<file path="config.mk">
export PLATFORM = sky130hd
export DESIGN_NAME = dmc_ctl
export DESIGN_NICKNAME = d
export VERILOG_FILES = /design/src/shared/dmc_pkg.sv /design/src/hw/dmc_ctl.sv
export SDC_FILE = /design/constraint.sdc
export NUM_CORES = 1
export LEC_CHECK = 0
export ABC_AREA = 1
export BUFFER_PORTS_ARGS = -buffer_cell sky130_fd_sc_hd__clkbuf_2
export CORE_AREA = 2 2 121 123
export DETAILED_ROUTE_END_ITERATION = 7
export DIE_AREA = 0 0 123 125
export PLACE_DENSITY = 0.5
export SYNTH_ARGS = -nofsm -noshare
export SYNTH_HDL_FRONTEND = slang
export SYNTH_SLANG_ARGS = --single-unit
</file>
<file path="constraint.sdc">
create_clock -name aclk -period 2 [get_ports aclk]
set_clock_uncertainty 0.2 [all_clocks]
set_input_delay 0.4 -clock aclk [delete_from_list [all_inputs] [get_ports aclk]]
set_output_delay 0.4 -clock aclk [all_outputs]
set_load 0.05 [all_outputs]
</file>
<file path="src/shared/dmc_pkg.sv">
/*
 Shared constants and types for the DRAM channel control block.
 Assumes an AXI4-Lite master with 32-bit data on the register side.
*/
`default_nettype none
package dmc_pkg;
	localparam int ADDR_W = 12;
	localparam logic [ADDR_W-1:0] CTL_OFFSET  = 12'h200;
	localparam logic [ADDR_W-1:0] CH0_OFFSET  = 12'h210;
	localparam logic [ADDR_W-1:0] CH1_OFFSET  = 12'h214;
	localparam logic [31:0] CTL_RESET = 32'h00000000;
	localparam logic [31:0] CTL_WMASK = 32'h1F7F8402;
	localparam logic [31:0] CH_WMASK  = 32'h00070000;
	localparam int MODE_LSB = 16;
	localparam int BANK_LSB = 21;
	localparam int INDEP_BIT = 20;
	localparam int EXIT_BIT = 15;
	localparam int HASH_BIT = 10;
	localparam int AMODE_BIT = 1;
	localparam logic [1:0] RESP_OKAY   = 2'h0;
	localparam logic [1:0] RESP_SLVERR = 2'h2;

	typedef enum logic [2:0] {
		MODE_NORMAL  = 3'h0,
		MODE_NOP     = 3'h1,
		MODE_PRECHG  = 3'h2,
		MODE_MRS     = 3'h3,
		MODE_EMRS    = 3'h4,
		MODE_ZQCAL   = 3'h5,
		MODE_REFRESH = 3'h6,
		MODE_RSVD    = 3'h7
	} dmc_mode_type;

	typedef enum logic [2:0] {
		CMD_NONE, CMD_NOP, CMD_PREA, CMD_MRS, CMD_EMRS, CMD_ZQCL,
		CMD_REF, CMD_ACCESS
	} dmc_cmd_type;

	typedef struct packed {
		logic        valid;
		logic        chan;
		logic [31:0] addr;
	} dmc_req_type;

	typedef struct packed {
		logic        valid;
		logic        chan;
		dmc_cmd_type cmd;
		logic [2:0]  bank;
		logic [15:0] maddr;
	} dmc_dcmd_type;
endpackage
`default_nettype wire

</file>
<file path="src/hw/dmc_ctl.sv">
/*
 DRAM channel control: mode field, exit initiator, channel hashing and
 addressing mode, with special-mode command translation.
 Assumes requests come from logic on aclk; AXI4-Lite slave for registers.
*/
// Decided for this implementation: the AXI4-Lite register port and the register addresses.
`timescale 1ns/1ns
`default_nettype none

// Overview of operation
// - Reset clears the mode field to normal access.
// - Mode NOP turns every access into a NOP command.
// - Mode precharge turns every access into all-bank precharge.
// - Mode register-set turns every access into a mode register set.
// - During mode register set, access address drives DRAM address lines.
// - Extended mode turns accesses into extended mode register set.
// - Calibration mode issues initial ZQ calibration, for DDR3 only.
// - Refresh mode turns every access into a CBR refresh.
// - Exit-initiator bit: zero internal agent, one boot firmware.
// - Hash-disable zero mixes extra address bits into channel choice when the addressing bit is one.
// - Addressing bit: zero single or asymmetric, one interleaved.
// - Extended mode bank from two-bit selector; pattern three reserved.
// - Independent bit takes mode from each channel's own register.
module dmc_ctl #(
	parameter int HASH_LSB = 12,
	parameter int HASH_W   = 4
) (
	input  wire logic                  aclk,
	input  wire logic                  aresetn,
	input  wire logic [11:0]           s_axi_awaddr,
	input  wire logic                  s_axi_awvalid,
	output logic                       s_axi_awready,
	input  wire logic [31:0]           s_axi_wdata,
	input  wire logic [3:0]            s_axi_wstrb,
	input  wire logic                  s_axi_wvalid,
	output logic                       s_axi_wready,
	output logic [1:0]                 s_axi_bresp,
	output logic                       s_axi_bvalid,
	input  wire logic                  s_axi_bready,
	input  wire logic [11:0]           s_axi_araddr,
	input  wire logic                  s_axi_arvalid,
	output logic                       s_axi_arready,
	output logic [31:0]                s_axi_rdata,
	output logic [1:0]                 s_axi_rresp,
	output logic                       s_axi_rvalid,
	input  wire logic                  s_axi_rready,
	input  wire dmc_pkg::dmc_req_type  req,
	input  wire logic                  ddr3_attached,
	output dmc_pkg::dmc_dcmd_type      dcmd,
	output logic                       internal_exit_agent,
	output logic                       addressing_mode_ctl
);
	// Hash window must sit above the interleave bit and inside the address
	if (HASH_W < 1) begin : g_bad_width
		$error("dmc_ctl: hash width must be at least one");
	end
	if (HASH_LSB < 1 || HASH_LSB + HASH_W > 32) begin : g_bad_lsb
		$error("dmc_ctl: hash field out of range");
	end

	// ----------------------------------------------------------------
	// Register write channel
	// ----------------------------------------------------------------
	logic [31:0] ctl_r, ctl_nxt;
	logic [31:0] ch0_r, ch0_nxt;
	logic [31:0] ch1_r, ch1_nxt;
	logic        aw_r, aw_nxt;
	logic        w_r, w_nxt;
	logic [11:0] awaddr_r, awaddr_nxt;
	logic [31:0] wdata_r, wdata_nxt;
	logic [3:0]  wstrb_r, wstrb_nxt;
	logic        bvalid_r, bvalid_nxt;
	logic [1:0]  bresp_r, bresp_nxt;
	logic [31:0] bmask;
	logic        wr_go;

	// One write at a time: both channels stall while a response waits
	assign s_axi_awready = !aw_r && !bvalid_r;
	assign s_axi_wready  = !w_r && !bvalid_r;
	assign s_axi_bvalid  = bvalid_r;
	assign s_axi_bresp   = bresp_r;

	function automatic logic [31:0] merge(input logic [31:0] old,
			input logic [31:0] data, input logic [31:0] m);
		merge = (old & ~m) | (data & m);
	endfunction

	always_comb begin
		aw_nxt     = aw_r;
		w_nxt      = w_r;
		awaddr_nxt = awaddr_r;
		wdata_nxt  = wdata_r;
		wstrb_nxt  = wstrb_r;
		bvalid_nxt = bvalid_r;
		bresp_nxt  = bresp_r;
		ctl_nxt    = ctl_r;
		ch0_nxt    = ch0_r;
		ch1_nxt    = ch1_r;
		bmask      = {{8{wstrb_r[3]}}, {8{wstrb_r[2]}},
			{8{wstrb_r[1]}}, {8{wstrb_r[0]}}};
		if (s_axi_awvalid && s_axi_awready) begin
			aw_nxt     = 1'b1;
			awaddr_nxt = s_axi_awaddr;
		end
		if (s_axi_wvalid && s_axi_wready) begin
			w_nxt     = 1'b1;
			wdata_nxt = s_axi_wdata;
			wstrb_nxt = s_axi_wstrb;
		end
		if (wr_go) begin
			aw_nxt     = 1'b0;
			w_nxt      = 1'b0;
			bvalid_nxt = 1'b1;
			bresp_nxt  = dmc_pkg::RESP_OKAY;
			// Unmapped offsets answer SLVERR and store nothing
			case (awaddr_r[11:2])
				dmc_pkg::CTL_OFFSET[11:2]: ctl_nxt = merge(ctl_r, wdata_r,
					bmask & dmc_pkg::CTL_WMASK);
				dmc_pkg::CH0_OFFSET[11:2]: ch0_nxt = merge(ch0_r, wdata_r,
					bmask & dmc_pkg::CH_WMASK);
				dmc_pkg::CH1_OFFSET[11:2]: ch1_nxt = merge(ch1_r, wdata_r,
					bmask & dmc_pkg::CH_WMASK);
				default: bresp_nxt = dmc_pkg::RESP_SLVERR;
			endcase
		end
		if (bvalid_r && s_axi_bready)
			bvalid_nxt = 1'b0;
	end
	assign wr_go = aw_r && w_r && !bvalid_r;

	always_ff @(posedge aclk) begin
		if (!aresetn) begin
			ctl_r    <= dmc_pkg::CTL_RESET;
			ch0_r    <= dmc_pkg::CTL_RESET;
			ch1_r    <= dmc_pkg::CTL_RESET;
			aw_r     <= 1'b0;
			w_r      <= 1'b0;
			awaddr_r <= 12'h000;
			wdata_r  <= 32'h00000000;
			wstrb_r  <= 4'h0;
			bvalid_r <= 1'b0;
			bresp_r  <= dmc_pkg::RESP_OKAY;
		end else begin
			ctl_r    <= ctl_nxt;
			ch0_r    <= ch0_nxt;
			ch1_r    <= ch1_nxt;
			aw_r     <= aw_nxt;
			w_r      <= w_nxt;
			awaddr_r <= awaddr_nxt;
			wdata_r  <= wdata_nxt;
			wstrb_r  <= wstrb_nxt;
			bvalid_r <= bvalid_nxt;
			bresp_r  <= bresp_nxt;
		end
	end

	// ----------------------------------------------------------------
	// Register read channel
	// ----------------------------------------------------------------
	logic        rvalid_r, rvalid_nxt;
	logic [31:0] rdata_r, rdata_nxt;
	logic [1:0]  rresp_r, rresp_nxt;

	// Read word is held until taken, so a late rready sees the same value
	assign s_axi_arready = !rvalid_r;
	assign s_axi_rvalid  = rvalid_r;
	assign s_axi_rdata   = rdata_r;
	assign s_axi_rresp   = rresp_r;

	always_comb begin
		rvalid_nxt = rvalid_r;
		rdata_nxt  = rdata_r;
		rresp_nxt  = rresp_r;
		if (s_axi_arvalid && s_axi_arready) begin
			rvalid_nxt = 1'b1;
			rresp_nxt  = dmc_pkg::RESP_OKAY;
			case (s_axi_araddr[11:2])
				dmc_pkg::CTL_OFFSET[11:2]: rdata_nxt = ctl_r;
				dmc_pkg::CH0_OFFSET[11:2]: rdata_nxt = ch0_r;
				dmc_pkg::CH1_OFFSET[11:2]: rdata_nxt = ch1_r;
				default: begin
					rdata_nxt = 32'h00000000;
					rresp_nxt = dmc_pkg::RESP_SLVERR;
				end
			endcase
		end else if (rvalid_r && s_axi_rready) begin
			rvalid_nxt = 1'b0;
		end
	end

	always_ff @(posedge aclk) begin
		if (!aresetn) begin
			rvalid_r <= 1'b0;
			rdata_r  <= 32'h00000000;
			rresp_r  <= dmc_pkg::RESP_OKAY;
		end else begin
			rvalid_r <= rvalid_nxt;
			rdata_r  <= rdata_nxt;
			rresp_r  <= rresp_nxt;
		end
	end

	// ----------------------------------------------------------------
	// Memory type strap
	// ----------------------------------------------------------------
	// Strap comes from the board, so it crosses in through two flops
	logic d3_meta_r, d3_meta_nxt;
	logic d3_sync_r, d3_sync_nxt;

	always_comb begin
		d3_meta_nxt = ddr3_attached;
		d3_sync_nxt = d3_meta_r;
	end

	always_ff @(posedge aclk) begin
		if (!aresetn) begin
			d3_meta_r <= 1'b0;
			d3_sync_r <= 1'b0;
		end else begin
			d3_meta_r <= d3_meta_nxt;
			d3_sync_r <= d3_sync_nxt;
		end
	end

	// ----------------------------------------------------------------
	// Channel selection and command translation
	// ----------------------------------------------------------------
	dmc_pkg::dmc_dcmd_type dcmd_r, dcmd_nxt;
	dmc_pkg::dmc_mode_type mode;
	logic [HASH_W-1:0]     hbits;
	logic                  hash;
	logic                  chan;
	logic [1:0]            bsel;

	// Extended mode selector counts up from bank one
	localparam logic [2:0] BANK_BASE = 3'h1;
	localparam logic [1:0] BSEL_RSVD = 2'h3;

	assign internal_exit_agent = !ctl_r[dmc_pkg::EXIT_BIT];
	assign addressing_mode_ctl = ctl_r[dmc_pkg::AMODE_BIT];
	assign bsel  = ctl_r[dmc_pkg::BANK_LSB +: 2];
	assign hbits = req.addr[HASH_LSB +: HASH_W];
	assign hash  = ^hbits;
	assign dcmd  = dcmd_r;

	always_comb begin
		// Interleave on the low line bit; hashing spreads pages
		if (!ctl_r[dmc_pkg::AMODE_BIT])
			chan = req.chan;
		else if (!ctl_r[dmc_pkg::HASH_BIT])
			chan = req.addr[HASH_LSB-1] ^ hash;
		else
			chan = req.addr[HASH_LSB-1];
		if (ctl_r[dmc_pkg::INDEP_BIT])
			mode = dmc_pkg::dmc_mode_type'(chan
				? ch1_r[dmc_pkg::MODE_LSB +: 3]
				: ch0_r[dmc_pkg::MODE_LSB +: 3]);
		else
			mode = dmc_pkg::dmc_mode_type'(ctl_r[dmc_pkg::MODE_LSB +: 3]);
		dcmd_nxt       = '0;
		dcmd_nxt.valid = req.valid;
		dcmd_nxt.chan  = chan;
		dcmd_nxt.cmd   = dmc_pkg::CMD_NONE;
		case (mode)
			dmc_pkg::MODE_NORMAL: begin
				dcmd_nxt.cmd   = dmc_pkg::CMD_ACCESS;
				dcmd_nxt.maddr = req.addr[15:0];
			end
			dmc_pkg::MODE_NOP:    dcmd_nxt.cmd = dmc_pkg::CMD_NOP;
			dmc_pkg::MODE_PRECHG: dcmd_nxt.cmd = dmc_pkg::CMD_PREA;
			dmc_pkg::MODE_MRS: begin
				dcmd_nxt.cmd   = dmc_pkg::CMD_MRS;
				dcmd_nxt.maddr = req.addr[15:0];
			end
			dmc_pkg::MODE_EMRS: begin
				dcmd_nxt.cmd   = dmc_pkg::CMD_EMRS;
				dcmd_nxt.maddr = req.addr[15:0];
				dcmd_nxt.bank  = {1'b0, bsel} + BANK_BASE;
				// Reserved bank pattern gives no command
				if (bsel == BSEL_RSVD)
					dcmd_nxt.cmd = dmc_pkg::CMD_NONE;
			end
			dmc_pkg::MODE_ZQCAL:
				// Calibration is a DDR3 command only
				dcmd_nxt.cmd = d3_sync_r ? dmc_pkg::CMD_ZQCL
					: dmc_pkg::CMD_NONE;
			dmc_pkg::MODE_REFRESH: dcmd_nxt.cmd = dmc_pkg::CMD_REF;
			default: dcmd_nxt.cmd = dmc_pkg::CMD_NONE;
		endcase
		if (!req.valid)
			dcmd_nxt = '0;
	end

	always_ff @(posedge aclk) begin
		if (!aresetn)
			dcmd_r <= '0;
		else
			dcmd_r <= dcmd_nxt;
	end
endmodule
`default_nettype wire

</file>
==> run summary, run 1 <==
Once detail routing completed, the nets flagged for antenna violations numbered 0. The total number of yosys warnings came out at 0. The critical path contains buffers and inverters numbering 2 combined. The clock tree synthesis step divided the H-tree into 3 levels. The worst flop-to-flop path endpoint is dcmd[16]. The core box area is ~14000 um2. The most used routing layer in global routing is met2. Including well taps, the total number of placed cells is 799.

The synthesized design contains 0 enable-type register cells. For this configuration, the core starts out at a cell density of 27.0%. Input and output buffers added on the ports amount to 112.

The count of boundary I/O pins came out at ~170. Counting cells, the worst reg-to-reg path comes to 9. The number of antenna repair diodes is 0.

The maximum number of pins on one net before global-route repair is just under 70. The slowest stage of the critical path is the sky130_fd_sc_hd__dfxtp_1 cell. In this run the cell area of the synthesized design comes to 3840 um2. The number of antenna violations at the first check in global routing is 0. The prevailing post-synth register cell is sky130_fd_sc_hd__dfxtp_1. The floorplan step defined a die boundary enclosing approximately 15000 um2. The number of standard cells in the layout, taps in and fillers out is a little over 800.

The maximum net fanout on the critical path came out at 5. TritonCTS built the clock tree. The kind of launch point of the worst setup path is a register. The flow ran to the end, and the final reports show no timing, DRC or antenna violations.

Adding up every negative setup slack in the final design gives 0 ns. The post-detailed-placement half-perimeter wirelength is 7030 um. The final core utilization is 35.1%. The final net count came out at roughly 730. The number of global-route vias before repair came to roughly 3100. The post-synthesis sequential element count came out at 97.

The final weighted congestion of routability-driven global placement came out at 0.853. The insertion delay to the later sink of the worst-skew pair is between 0.3 and 0.4 ns. After detailed routing, the number of remaining DRC violations is 0. The initial detailed-routing violation count came out at about 120.

The total setup buffers inserted after CTS came out at 0. The leakage power came out at ~0.0023 uW. For hold timing, the worst endpoint is s_axi_bvalid. After detailed routing, the number of vias per cell comes to around 4.2. The cell depth of the worst min-delay path came out at 2. The via count of the routed design came out at ~3400.

The maximum vdd ir drop is ~0.00047 V. For met2 alone, demand over resource in global routing was between 10% and 20%. The power density of the placed cells is 910 nW/um2. The overflow left after global routing is 0. The tool flagged a number of max-cap violations equal to 0. The element type at the critical path end is an output port. Setup repair after global routing left no endpoint under its margin. In the global route stage, met3 resource usage came out at 4.15%. Buffers inserted during clock tree synthesis total 9. The total detailed-routing wirelength is 9060 um. The number of distinct library cell variants in the gate-level netlist after synthesis is 30. The average instance area after synthesis came out at 7.64 um2. The clock period minus worst slack came out at 1.83 ns. The number of fillers in the final layout came out at ~1500.

For the worst setup path, the data arrival time is 1.23 ns. Grouping stages by cell kind, the critical path spends the most delay in buffers and inverters. The average routed wire per standard cell is 11.1 um. The final count of hold timing violations is 0. The global-route wire length before repair came out at 14300 um. The setup check on the worst reg-to-reg path leaves a slack of 0.18 ns. The startpoint identified for the worst hold timing path is s_axi_bready. In the synthesized netlist, the number of instances is roughly 500. After clock tree synthesis, the clock-pin slew on the worst setup and hold paths is approximately 0.070 ns. For met1 alone, demand over resource in global routing was 15.1%.

The share of async-settable or async-resettable flops after synthesis is 0%. Cells with a size suffix above 1 make up 28.5% of the layout. The ratio of final minimum period to clock period is 91.6%. The number of iterations in the first detailed-routing pass is 4. The floorplan die width came out at 123 um. Derived from the worst setup path, the maximum achievable clock frequency is 546 MHz. The largest stage delay on the critical path is 0.33 ns. The number of clock sinks seen by CTS came out at 97.

The overall global routing resource usage came out at 11.9%. The die height came out at 125 um. The count of final max-slew check failures is 0.

The largest buffer count on any clock path is 2. Compared with the post-synthesis result, the final layout area differs by 29.7%. The root buffer selected by CTS is sky130_fd_sc_hd__clkbuf_16. The number of failing setup endpoints in the final timing report came out at 0. The floorplan has 44 rows. By startpoint and endpoint, the worst setup path is classified as reg2out. At the worst endpoint, the required time is 1.40 ns.

The signal on the critical path passes through buf_4 > nor2_2 > clkbuf_2. The final hold slack came out at approximately 0.035 ns. Sequential elements use 50.6% of the synthesized area. The tightest min-delay check is of the in2reg type.
## report_power, final
part	leakage (uW)	total, uW	switching [uW]	internal [uW]
clock network	0.000148	1780	759	1020
registers	0.000796	2090	51.4	2040
logic	0.00138	664	482	182
## metrics by stage
step	setup WS, ns	instance area [um2]	power, uW
3_5_place_dp	-0.136	4660	2800
6_report	0.167	4980	4530
5_1_grt	0.0240	4980	4740
3_3_place_gp	-0.0800	4660	2790
4_1_cts	0.0869	4970	4600
2_1_floorplan	-0.00599	3920	2640
## repair_timing
item / 4_1_cts / 5_1_grt
hold buffers: 0 / 0
gates resized for setup: 0 / 5
endpoints found under the setup margin: 0 / 19
## how the worst max path moves through the flow
| stage | to | from | depth (start not counted) | slack, ns |
|---|---|---|---|---|
| floorplan | awaddr_r[10] | s_axi_bvalid | 5 | -0.006 |
| global placement | dcmd[4] | req[12] | 16 | -0.08 |
| detailed placement | dcmd[2] | req[12] | 16 | -0.14 |
| CTS | dcmd[16] | register | 9 | 0.09 |
| global route | dcmd[18] | req[12] | 16 | 0.02 |
| finish | s_axi_awready | s_axi_bvalid | 3 | 0.17 |
## area by class of cell
class / count / area [um2] / share of cell area, %
Multi-Input combinational cell: 322 / 1530 / 30.6
Clock buffer: 10 / 239 / 4.80
Tap cell: 184 / 230 / 4.62
Inverter: 66 / 248 / 4.97
Timing Repair Buffer: 130 / 721 / 14.5
Clock inverter: 6 / 73.8 / 1.48
Sequential cell: 97 / 1940 / 39.0
## metal layers
layer / routed length, um / share of wire, %
met1: 4330 / 48
met5: 0 / 0
met3: 593 / 6.5
met2: 3980 / 44
met4: 153 / 1.7
## worst register-to-register path, delay by kind of cell (launching register included)
| kind | cells | cell delay [ns] |
|---|---|---|
| and+or+nand+nor | 7 | 0.95 |
| DFF | 1 | 0.37 |
| buffers and inverters | 2 | 0.22 |
## cells in the final DEF (no fill, tap or decap), types with 2 or more instances in the layout
cell and n:
sky130_fd_sc_hd__nand2_1 58, sky130_fd_sc_hd__buf_4 16, sky130_fd_sc_hd__a21oi_1 43, sky130_fd_sc_hd__clkbuf_16 9, sky130_fd_sc_hd__dfxtp_1 96, sky130_fd_sc_hd__inv_2 5, sky130_fd_sc_hd__nand4_1 5, sky130_fd_sc_hd__nand2_2 8
sky130_fd_sc_hd__nand2_4 2, sky130_fd_sc_hd__clkbuf_2 112, sky130_fd_sc_hd__nor2_4 2, sky130_fd_sc_hd__nor2_1 76, sky130_fd_sc_hd__buf_12 2, sky130_fd_sc_hd__nor3_1 3, sky130_fd_sc_hd__o221ai_1 2, sky130_fd_sc_hd__conb_1 19
sky130_fd_sc_hd__inv_6 2, sky130_fd_sc_hd__inv_1 60, sky130_fd_sc_hd__nand3_1 16, sky130_fd_sc_hd__nand3_2 3, sky130_fd_sc_hd__clkinvlp_4 2, sky130_fd_sc_hd__o21ai_0 64, sky130_fd_sc_hd__nor2_2 11
## cell families (layout without fill, tap and decap cells)
| kind of cell | Yosys count | after routing | synth area share [%] |
|---|---|---|---|
| AND/OR/NAND/NOR | 188 | 188 | 21.6 |
| AO/OA/AOI/OAI | 114 | 114 | 15.3 |
| buffers and inverters | 102 | 212 | 12.1 |
| flip-flops | 97 | 97 | 50.6 |
| adder cells (fa/ha/maj) | 1 | 1 | 0.326 |
| other | 1 | 19 | 0.0976 |
## cell usage after synthesis, drive strengths merged (2+ instances only)
cell type,count,share of area (%)
o21ai,65,8.5
nand2,68,7.5
a21oi,43,5.6
clkbuf,15,1.5
o221ai,2,0.46
nor3,4,0.52
nor2,89,9.5
nand4,5,0.81
nand3,19,2.7
inv,65,6.4
dfxtp,97,51
buf,21,4.1
Power figures use the tool's default switching activity.
==> inputs of run 2 (changes only) <==
--- a/config.mk
+++ b/config.mk
@@ -5,11 +5,10 @@
 export SDC_FILE = /design/constraint.sdc
 export NUM_CORES = 1
 export LEC_CHECK = 0
-export ABC_AREA = 1
 export BUFFER_PORTS_ARGS = -buffer_cell sky130_fd_sc_hd__clkbuf_2
-export CORE_AREA = 2 2 121 123
+export CORE_AREA = 2 2 123 125
 export DETAILED_ROUTE_END_ITERATION = 7
-export DIE_AREA = 0 0 123 125
+export DIE_AREA = 0 0 125 127
 export PLACE_DENSITY = 0.5
 export SYNTH_ARGS = -nofsm -noshare
 export SYNTH_HDL_FRONTEND = slang
==> run summary, run 2 <==
The die height was 127 um (+1.6%). STA classifies the critical path startpoint as an input pin. The global-route wire length before repair is 16000 um (+12%). The cell area after synthesis is 4020 um2 (+4.7%). The number of failing setup endpoints in the final timing report came out at 22 (+22). The number of max-cap violations came to 0 (unchanged). The sequential fraction of the synthesis area is 48.3% (-2.3 points). The headroom to the max-slew limit came out at a little under three fifths. The number of antenna violations at the first check in global routing is 0 (unchanged). The leakage power was 0.00225 uW (-3.2%). The count of boundary I/O pins is 169 (unchanged). The power density of the placed cells came to 802 nW/um2 (-12%). The overall global routing resource usage was 12.7% (+0.82 points). The number of clock sinks seen by CTS is 97 (unchanged). The die area came to 15900 um2 (+3.3%).

The maximum net fanout on the critical path is 6 (+1). The mean number of vias per cell came to 4.41 (+5.5%). The critical path ends at dcmd[21].

The number of buffers inserted during clock tree synthesis was 9 (unchanged). The share of async-settable or async-resettable flops after synthesis is 0% (unchanged). The clock period minus worst slack is 2.19 ns (+0.358 ns). The worst register-to-register path ends at dcmd[21]. The cell depth of the worst flop-to-flop path came out at 7 (-2). The cell row count is 44 (unchanged). The final net count was 677 (-7.1%).

The number of antenna repair diodes was 0 (unchanged). The number of global-route vias before repair was 3265 (+6.9%). The worst setup path is of the in2reg kind.

The total detailed-routing wirelength is 9970 um (+10%). The maximum operating frequency was 456 MHz (-16%). The cell depth of the worst min-delay path is 3 (+1).

In this run the worst setup path begins at req[13]. The via count of the routed design came out at 3357 (-1.4%). The post-synthesis sequential element count is 97 (unchanged). The maximum number of pins on one net before global-route repair came out at 74 (+7.2%). The path class of the tightest hold or removal check is in2reg. The setup total negative slack was -3.18 ns (-3.18 ns).

The count of antenna-violating nets left after detailed routing is 0 (unchanged). The CTS tree is built. The dominant cell type by area after synthesis is sky130_fd_sc_hd__dfxtp_1.

The largest buffer count on any clock path was 2 (unchanged). The flop-to-flop setup slack is -0.19 ns (-0.37 ns). The final weighted congestion of routability-driven global placement came out at 0.797 (-6.5%). The area fraction of the dominant cell type after synthesis is 48.3% (-2.3 points). The number of placed cells counting well taps is 741 (-7.3%). The floorplan die width came to 125 um (+1.6%). In the layout the commonest cells are sky130_fd_sc_hd__nand2_1, sky130_fd_sc_hd__clkbuf_2, sky130_fd_sc_hd__dfxtp_1.

Clock tree synthesis selected as its root buffer the cell sky130_fd_sc_hd__clkbuf_16. The average routed wire per standard cell is 13.1 um (+18%). The final count of hold timing violations came out at 0 (unchanged).

The checks that failed: setup timing. The smallest setup slack after layout came out at -0.191 ns (-0.358 ns). The number of standard cells in the layout, taps in and fillers out came out at 762 (-6.5%). Counting instances in the post-synthesis netlist gives the leading cell types as sky130_fd_sc_hd__nand2_1, sky130_fd_sc_hd__dfxtp_1, sky130_fd_sc_hd__a21boi_0. The number of flops mapped to enable cells by yosys is 0 (unchanged). The synthesized instance count is 450 (-11%).

The data arrival time of the critical path is 2.27 ns (+1.04 ns). The count of final max-slew check failures came to 0 (unchanged). The insertion delay to the later sink of the worst-skew pair came out at 0.34 ns (about the same). Compared with the post-synthesis result, the final layout area differs by 30.8%.

The average instance area after synthesis came out at 8.94 um2 (+17%). The flow ran to the end, but the final reports show violations. The number of H-tree levels came to 3 (unchanged). The initial detailed-routing violation count is 153 (+31%).

The post-detailed-placement half-perimeter wirelength came out at 7200 um (+2.4%). The required arrival time at the worst endpoint was 2.08 ns (+0.68 ns). The maximum vdd ir drop came to 0.000426 V (-8.7%).

The element type at the critical path end is a register. The initial core utilization came out at 27.9% (+0.84 points). Setup repair after global routing could not meet its margin everywhere. The number of buffers inserted by port buffering is 112 (unchanged). The core box area was 14400 um2 (+1.6%).

The most common cell in the netlist is sky130_fd_sc_hd__nand2_1. The ratio of final minimum period to clock period came out at 110% (+18 points). The overflow left after global routing came out at 0 (unchanged). The number of iterations in the first detailed-routing pass is 4 (unchanged).

The clock-pin slew reported for the worst setup and hold paths after clock tree synthesis came to 0.06 ns (about the same). The transition time at the pin with the least slew margin is 0.651 ns. Yosys attributes the largest share of cell area to sky130_fd_sc_hd__dfxtp_1, sky130_fd_sc_hd__nand2_1, sky130_fd_sc_hd__a21boi_0. The DRC violations left was 0 (unchanged). The share of post-route cells with drive strength above 1 is 33.6% (+5.0 points). The total number of yosys warnings was 0 (unchanged). In the synthesized netlist the dominant register cell turns out to be sky130_fd_sc_hd__dfxtp_1.

The number of distinct library cell variants in the gate-level netlist after synthesis came out at 43 (+43%).
[run 2: how the worst min path moves through the flow]
stage                             start        end
final                            req[2]    dcmd[2]
after global routing      ddr3_attached  d3_meta_r
after CTS                        req[3]    dcmd[3]
after detailed placement      d3_meta_r  d3_sync_r
after global placement        d3_meta_r  d3_sync_r
after floorplan               d3_meta_r  d3_sync_r
[run 2: worst max-delay path: stages]
cell,delay (ns)
sky130_fd_sc_hd__clkbuf_8,0.12
sky130_fd_sc_hd__xnor2_2,0.14
sky130_fd_sc_hd__xnor2_2,0.17
sky130_fd_sc_hd__mux2i_4,0.23
sky130_fd_sc_hd__or2_4,0.28
sky130_fd_sc_hd__a221o_2,0.41
sky130_fd_sc_hd__buf_4,0.17
sky130_fd_sc_hd__a2111o_1,0.27
sky130_fd_sc_hd__nand3_1,0.07
[run 2: power by group]
group          internal [uW]  leakage [uW]  switching, uW
combinational            166       0.00132            363
sequential              2000      0.000793           42.1
clock                    937      0.000138            711
[run 2: layout make-up]
cell class                      count  area, um2
Fill cell                        1521       9160
Multi-Input combinational cell    321       1980
Sequential cell                    97       1950
Timing Repair Buffer              137        786
Clock buffer                       13        270
Tap cell                          184        230
Inverter                            8       33.8
Clock inverter                      2       12.5
[run 2: timing repair]
item	4_1_cts	5_1_grt
setup endpoints to repair	22	35
cloned	2	0
endpoints found under the hold margin	0	0
hold buffers	0	0
setup buffers	4	0
resized for setup	14	9
pin swaps	3	10
[run 2: per-stage QoR]
step	total power [uW]	setup slack (ns)	cell area (um2)	hold slack (ns)	util, %
global route	4390	-0.254	5260	0.0640	36.5
floorplan	2470	-0.308	4140	0.212	-
detailed placement	2610	-0.613	4810	0.224	33.4
finish	4220	-0.191	5260	0.0678	36.5
CTS	4270	-0.173	5220	0.0486	36.2
global placement	2600	-0.511	4810	0.234	33.4
[run 2: cell families (layout without fill, tap and decap cells)]
kind of cell / count (synthesis) / count (layout) / share of synthesized area, %
flops: 97 / 97 / 48.3
buf+inv: 52 / 160 / 7.71
xor+xnor: 3 / 3 / 0.653
compound gates: 90 / 90 / 17.0
simple gates: 193 / 195 / 22.7
mux: 12 / 12 / 2.99
fa+ha+maj: 2 / 2 / 0.560
other cells: 1 / 19 / 0.0932
[run 2: per-layer routing]
layer | global-route usage (%) | up-vias | part of all wire, %
met3 | 3.27 | 17 | 4.9
li1 | - | 1721 | -
met2 | 20.4 | 90 | 45
met1 | 15.9 | 1529 | 48
met4 | 6.08 | 0 | 2.5
met5 | 0 | - | 0
==> inputs of run 3 (changes only) <==
--- a/config.mk
+++ b/config.mk
@@ -10,6 +10,7 @@
 export DETAILED_ROUTE_END_ITERATION = 7
 export DIE_AREA = 0 0 125 127
 export PLACE_DENSITY = 0.5
+export RECOVER_POWER = 25
 export SYNTH_ARGS = -nofsm -noshare
 export SYNTH_HDL_FRONTEND = slang
 export SYNTH_SLANG_ARGS = --single-unit
==> run summary, run 3 (same netlist as run 2, synthesis figures left out) <==
Leaving out fill and tap cells, the most frequent cell in the layout is sky130_fd_sc_hd__nand2_1. The CTS tree is built. The clock-pin slew reported for the worst setup and hold paths after clock tree synthesis is 0.06 ns (about the same). The largest buffer count on any clock path was 2 (unchanged). The most critical setup path has its endpoint at dcmd[21]. The maximum vdd ir drop is 0.000425 V (-0.18%).

The endpoint identified for the worst register-to-register timing path is dcmd[21]. The final count of hold timing violations came out at 0 (unchanged). The initial detailed-routing violation count came to 152 (-0.65%). The largest stage delay on the critical path is 0.41 ns (about the same). The leakage power is 0.00218 uW (-3.3%). The maximum number of pins on one net before global-route repair is 74 (unchanged).

The total power after layout came out at 4210 uW (-0.17%). The headroom to the max-slew limit was 21.0% (-36 points). The number of clock sinks seen by CTS came out at 97 (unchanged). The number of H-tree levels came out at 3 (unchanged). The count of boundary I/O pins came to 169 (unchanged). The post-detailed-placement half-perimeter wirelength came to 7200 um (unchanged). The floorplan die width came out at 125 um (unchanged).

The core box area came out at 14400 um2 (unchanged). The share of post-route cells with drive strength above 1 is 29.9% (-3.6 points). The overflow left after global routing is 0 (unchanged). The number of global-route vias before repair is 3265 (unchanged). The flop-to-flop setup slack is -0.19 ns (about the same). The cell row count is 44 (unchanged).

The proportion of power drawn by the clock network is 39.1% (about the same). The power density of the placed cells is 807 nW/um2 (+0.62%). The element type at the critical path end is a register. Setup repair after global routing could not meet its margin everywhere. The total stage count of the critical path came out at 9 (unchanged). Among cell families on the critical path, the largest total delay comes from compound AO/OA/AOI/OAI gates. The maximum operating frequency was 456 MHz (-0.14%).

The DRC violations left came out at 0 (unchanged). The critical path is of the in2reg type. Leaving out fill and tap cells, the most frequent cells in the layout are sky130_fd_sc_hd__nand2_1, sky130_fd_sc_hd__dfxtp_1, sky130_fd_sc_hd__clkbuf_2.

The initial core utilization came out at 27.9% (unchanged). The mean number of vias per cell is 4.40 (about the same). The switching power share of the total is 26.4% (about the same). The overall global routing resource usage came out at 12.7% (unchanged). The cell with the most instances on the worst path is sky130_fd_sc_hd__xnor2_2. The average routed wire per standard cell came out at 13.1 um (+0.16%). The number of buffers inserted by hold repair at cts came to 0 (unchanged). The clock period minus worst slack is 2.19 ns (+0.00306 ns). The run finished, with violations left. The final net count was 677 (unchanged). The ratio of final minimum period to clock period is 110% (+0.15 points). The count of final max-slew check failures came to 0 (unchanged). The via count of the routed design is 3356 (-0.030%). The buffering stage count on the worst path with inverters included is 2 (unchanged). The checks that failed: setup timing.

The smallest setup slack after layout came out at -0.194 ns (-0.00306 ns). The die height came out at 127 um (unchanged). The total detailed-routing wirelength is 9980 um (+0.16%). The transition time at the pin with the least slew margin was 1.19 ns (+0.535 ns). The die area came out at 15900 um2 (unchanged). The number of antenna violations at the first check in global routing came out at 0 (unchanged). The cell depth of the worst flop-to-flop path came out at 7 (unchanged).

The total net switching power is 1110 uW (-0.19%). The data arrival time of the critical path is 2.27 ns (about the same). Traced cell by cell, the critical path runs through clkbuf_8 > xnor2_2 > xnor2_2 > mux2i_4 > or2_4 > a221o_2 > buf_4 > a2111o_1 > nand3_1.

The number of buffers inserted during clock tree synthesis came out at 9 (unchanged). The minimum setup slack after placement came out at -0.613 ns (unchanged). The slowest stage of the critical path belongs to the cell sky130_fd_sc_hd__a221o_2. The combinational power share was 12.4% (about the same).

The insertion delay to the later sink of the worst-skew pair came out at 0.34 ns (about the same). The number of buffers inserted by port buffering came out at 112 (unchanged). The number of iterations in the first detailed-routing pass came to 6 (+2).

The final design instance area without fill came out at 5220 um2 (-0.78%). The global-route wire length before repair is 16000 um (unchanged). The root buffer selected by CTS is sky130_fd_sc_hd__clkbuf_16. The number of antenna repair diodes is 0 (unchanged). The final weighted congestion of routability-driven global placement is 0.797 (unchanged).

The number of failing setup endpoints in the final timing report came out at 22 (unchanged). The path class of the lowest-slack min-delay path is in2reg. Relative to the synthesized area, the layout overhead comes to 29.8%.

The number of max-cap violations is 0 (unchanged). The maximum net fanout on the critical path was 6 (unchanged). The proportion of power drawn by flip-flops and latches is 48.5% (about the same). The count of antenna-violating nets left after detailed routing came out at 0 (unchanged). The final core utilization came out at 36.2% (-0.29 points). The internal power component is 3100 uW (-0.17%). The area of placed instances is 4810 um2 (unchanged). In this run the worst setup path begins at req[13]. STA classifies the critical path startpoint as an input pin. The required arrival time at the worst endpoint came out at 2.08 ns (about the same).
==> run 3: changes by cell type in the layout (fill, tap and decap cells not counted) <==
cell / delta
sky130_fd_sc_hd__buf_12: -1
sky130_fd_sc_hd__clkbuf_2: -20
sky130_fd_sc_hd__clkbuf_1: +21
==> run 3: area by class of cell <==
class	count	area, um2
fillers	1534	9200
clock buffers	13	270
clock inverters	2	12.5
multi-input cells	321	1980
repair buffers	137	744
well taps	184	230
flip-flops and latches	97	1950
inverters	8	33.8
==> run 3: what timing repair did <==
item / in CTS / in global routing
pin swaps: 3 / 10
endpoints found under the hold margin: 0 / 0
endpoints found under the setup margin: 22 / 35
cloned: 2 / 0
gates resized for setup: 14 / 9
setup buffers: 4 / 0
==> run 3: stage by stage <==
step	hold WS, ns	TNS, ns	std cells
after floorplan	0.212	-5.23	468
after global placement	0.234	-10.50	741
after detailed placement	0.224	-12.17	741
after CTS	0.0486	-2.68	762
after global routing	0.0640	-4.96	762
final	0.0684	-3.21	762
==> run 3: layer usage <==
metal | vias to the layer above | GRT usage, % | wire [um]
met5 | - | 0 | 0
met4 | 0 | 6.08 | 250
met3 | 17 | 3.27 | 465
met2 | 86 | 20.4 | 4510
met1 | 1533 | 15.9 | 4760
li1 | 1720 | - | -
==> run 3: worst min path at each step <==
stage | start | cells after the start | to | slack (ns)
after floorplan | d3_meta_r | 1 | d3_sync_r | 0.21
after detailed placement | d3_meta_r | 1 | d3_sync_r | 0.22
after CTS | req[3] | 3 | dcmd[3] | 0.05
after global placement | d3_meta_r | 1 | d3_sync_r | 0.23
final | req[2] | 3 | dcmd[2] | 0.07
after global routing | ddr3_attached | 2 | d3_meta_r | 0.06
==> run 3: worst min-delay path: cells and delay by family <==
kind,cells,cell delay [ns]
buffers and inverters,1,0.08
AND/OR/NAND/NOR,1,0.05
AO/OA/AOI/OAI,1,0.03
==> run 3: power groups by stage <==
stage	Sequential [uW]	Combinational, uW	Clock [uW]
6_report	2040	522	1650
5_1_grt	2050	569	1770
3_5_place_dp	2090	520	0
3_3_place_gp	2080	514	0
4_1_cts	2040	532	1700
2_1_floorplan	2160	311	0
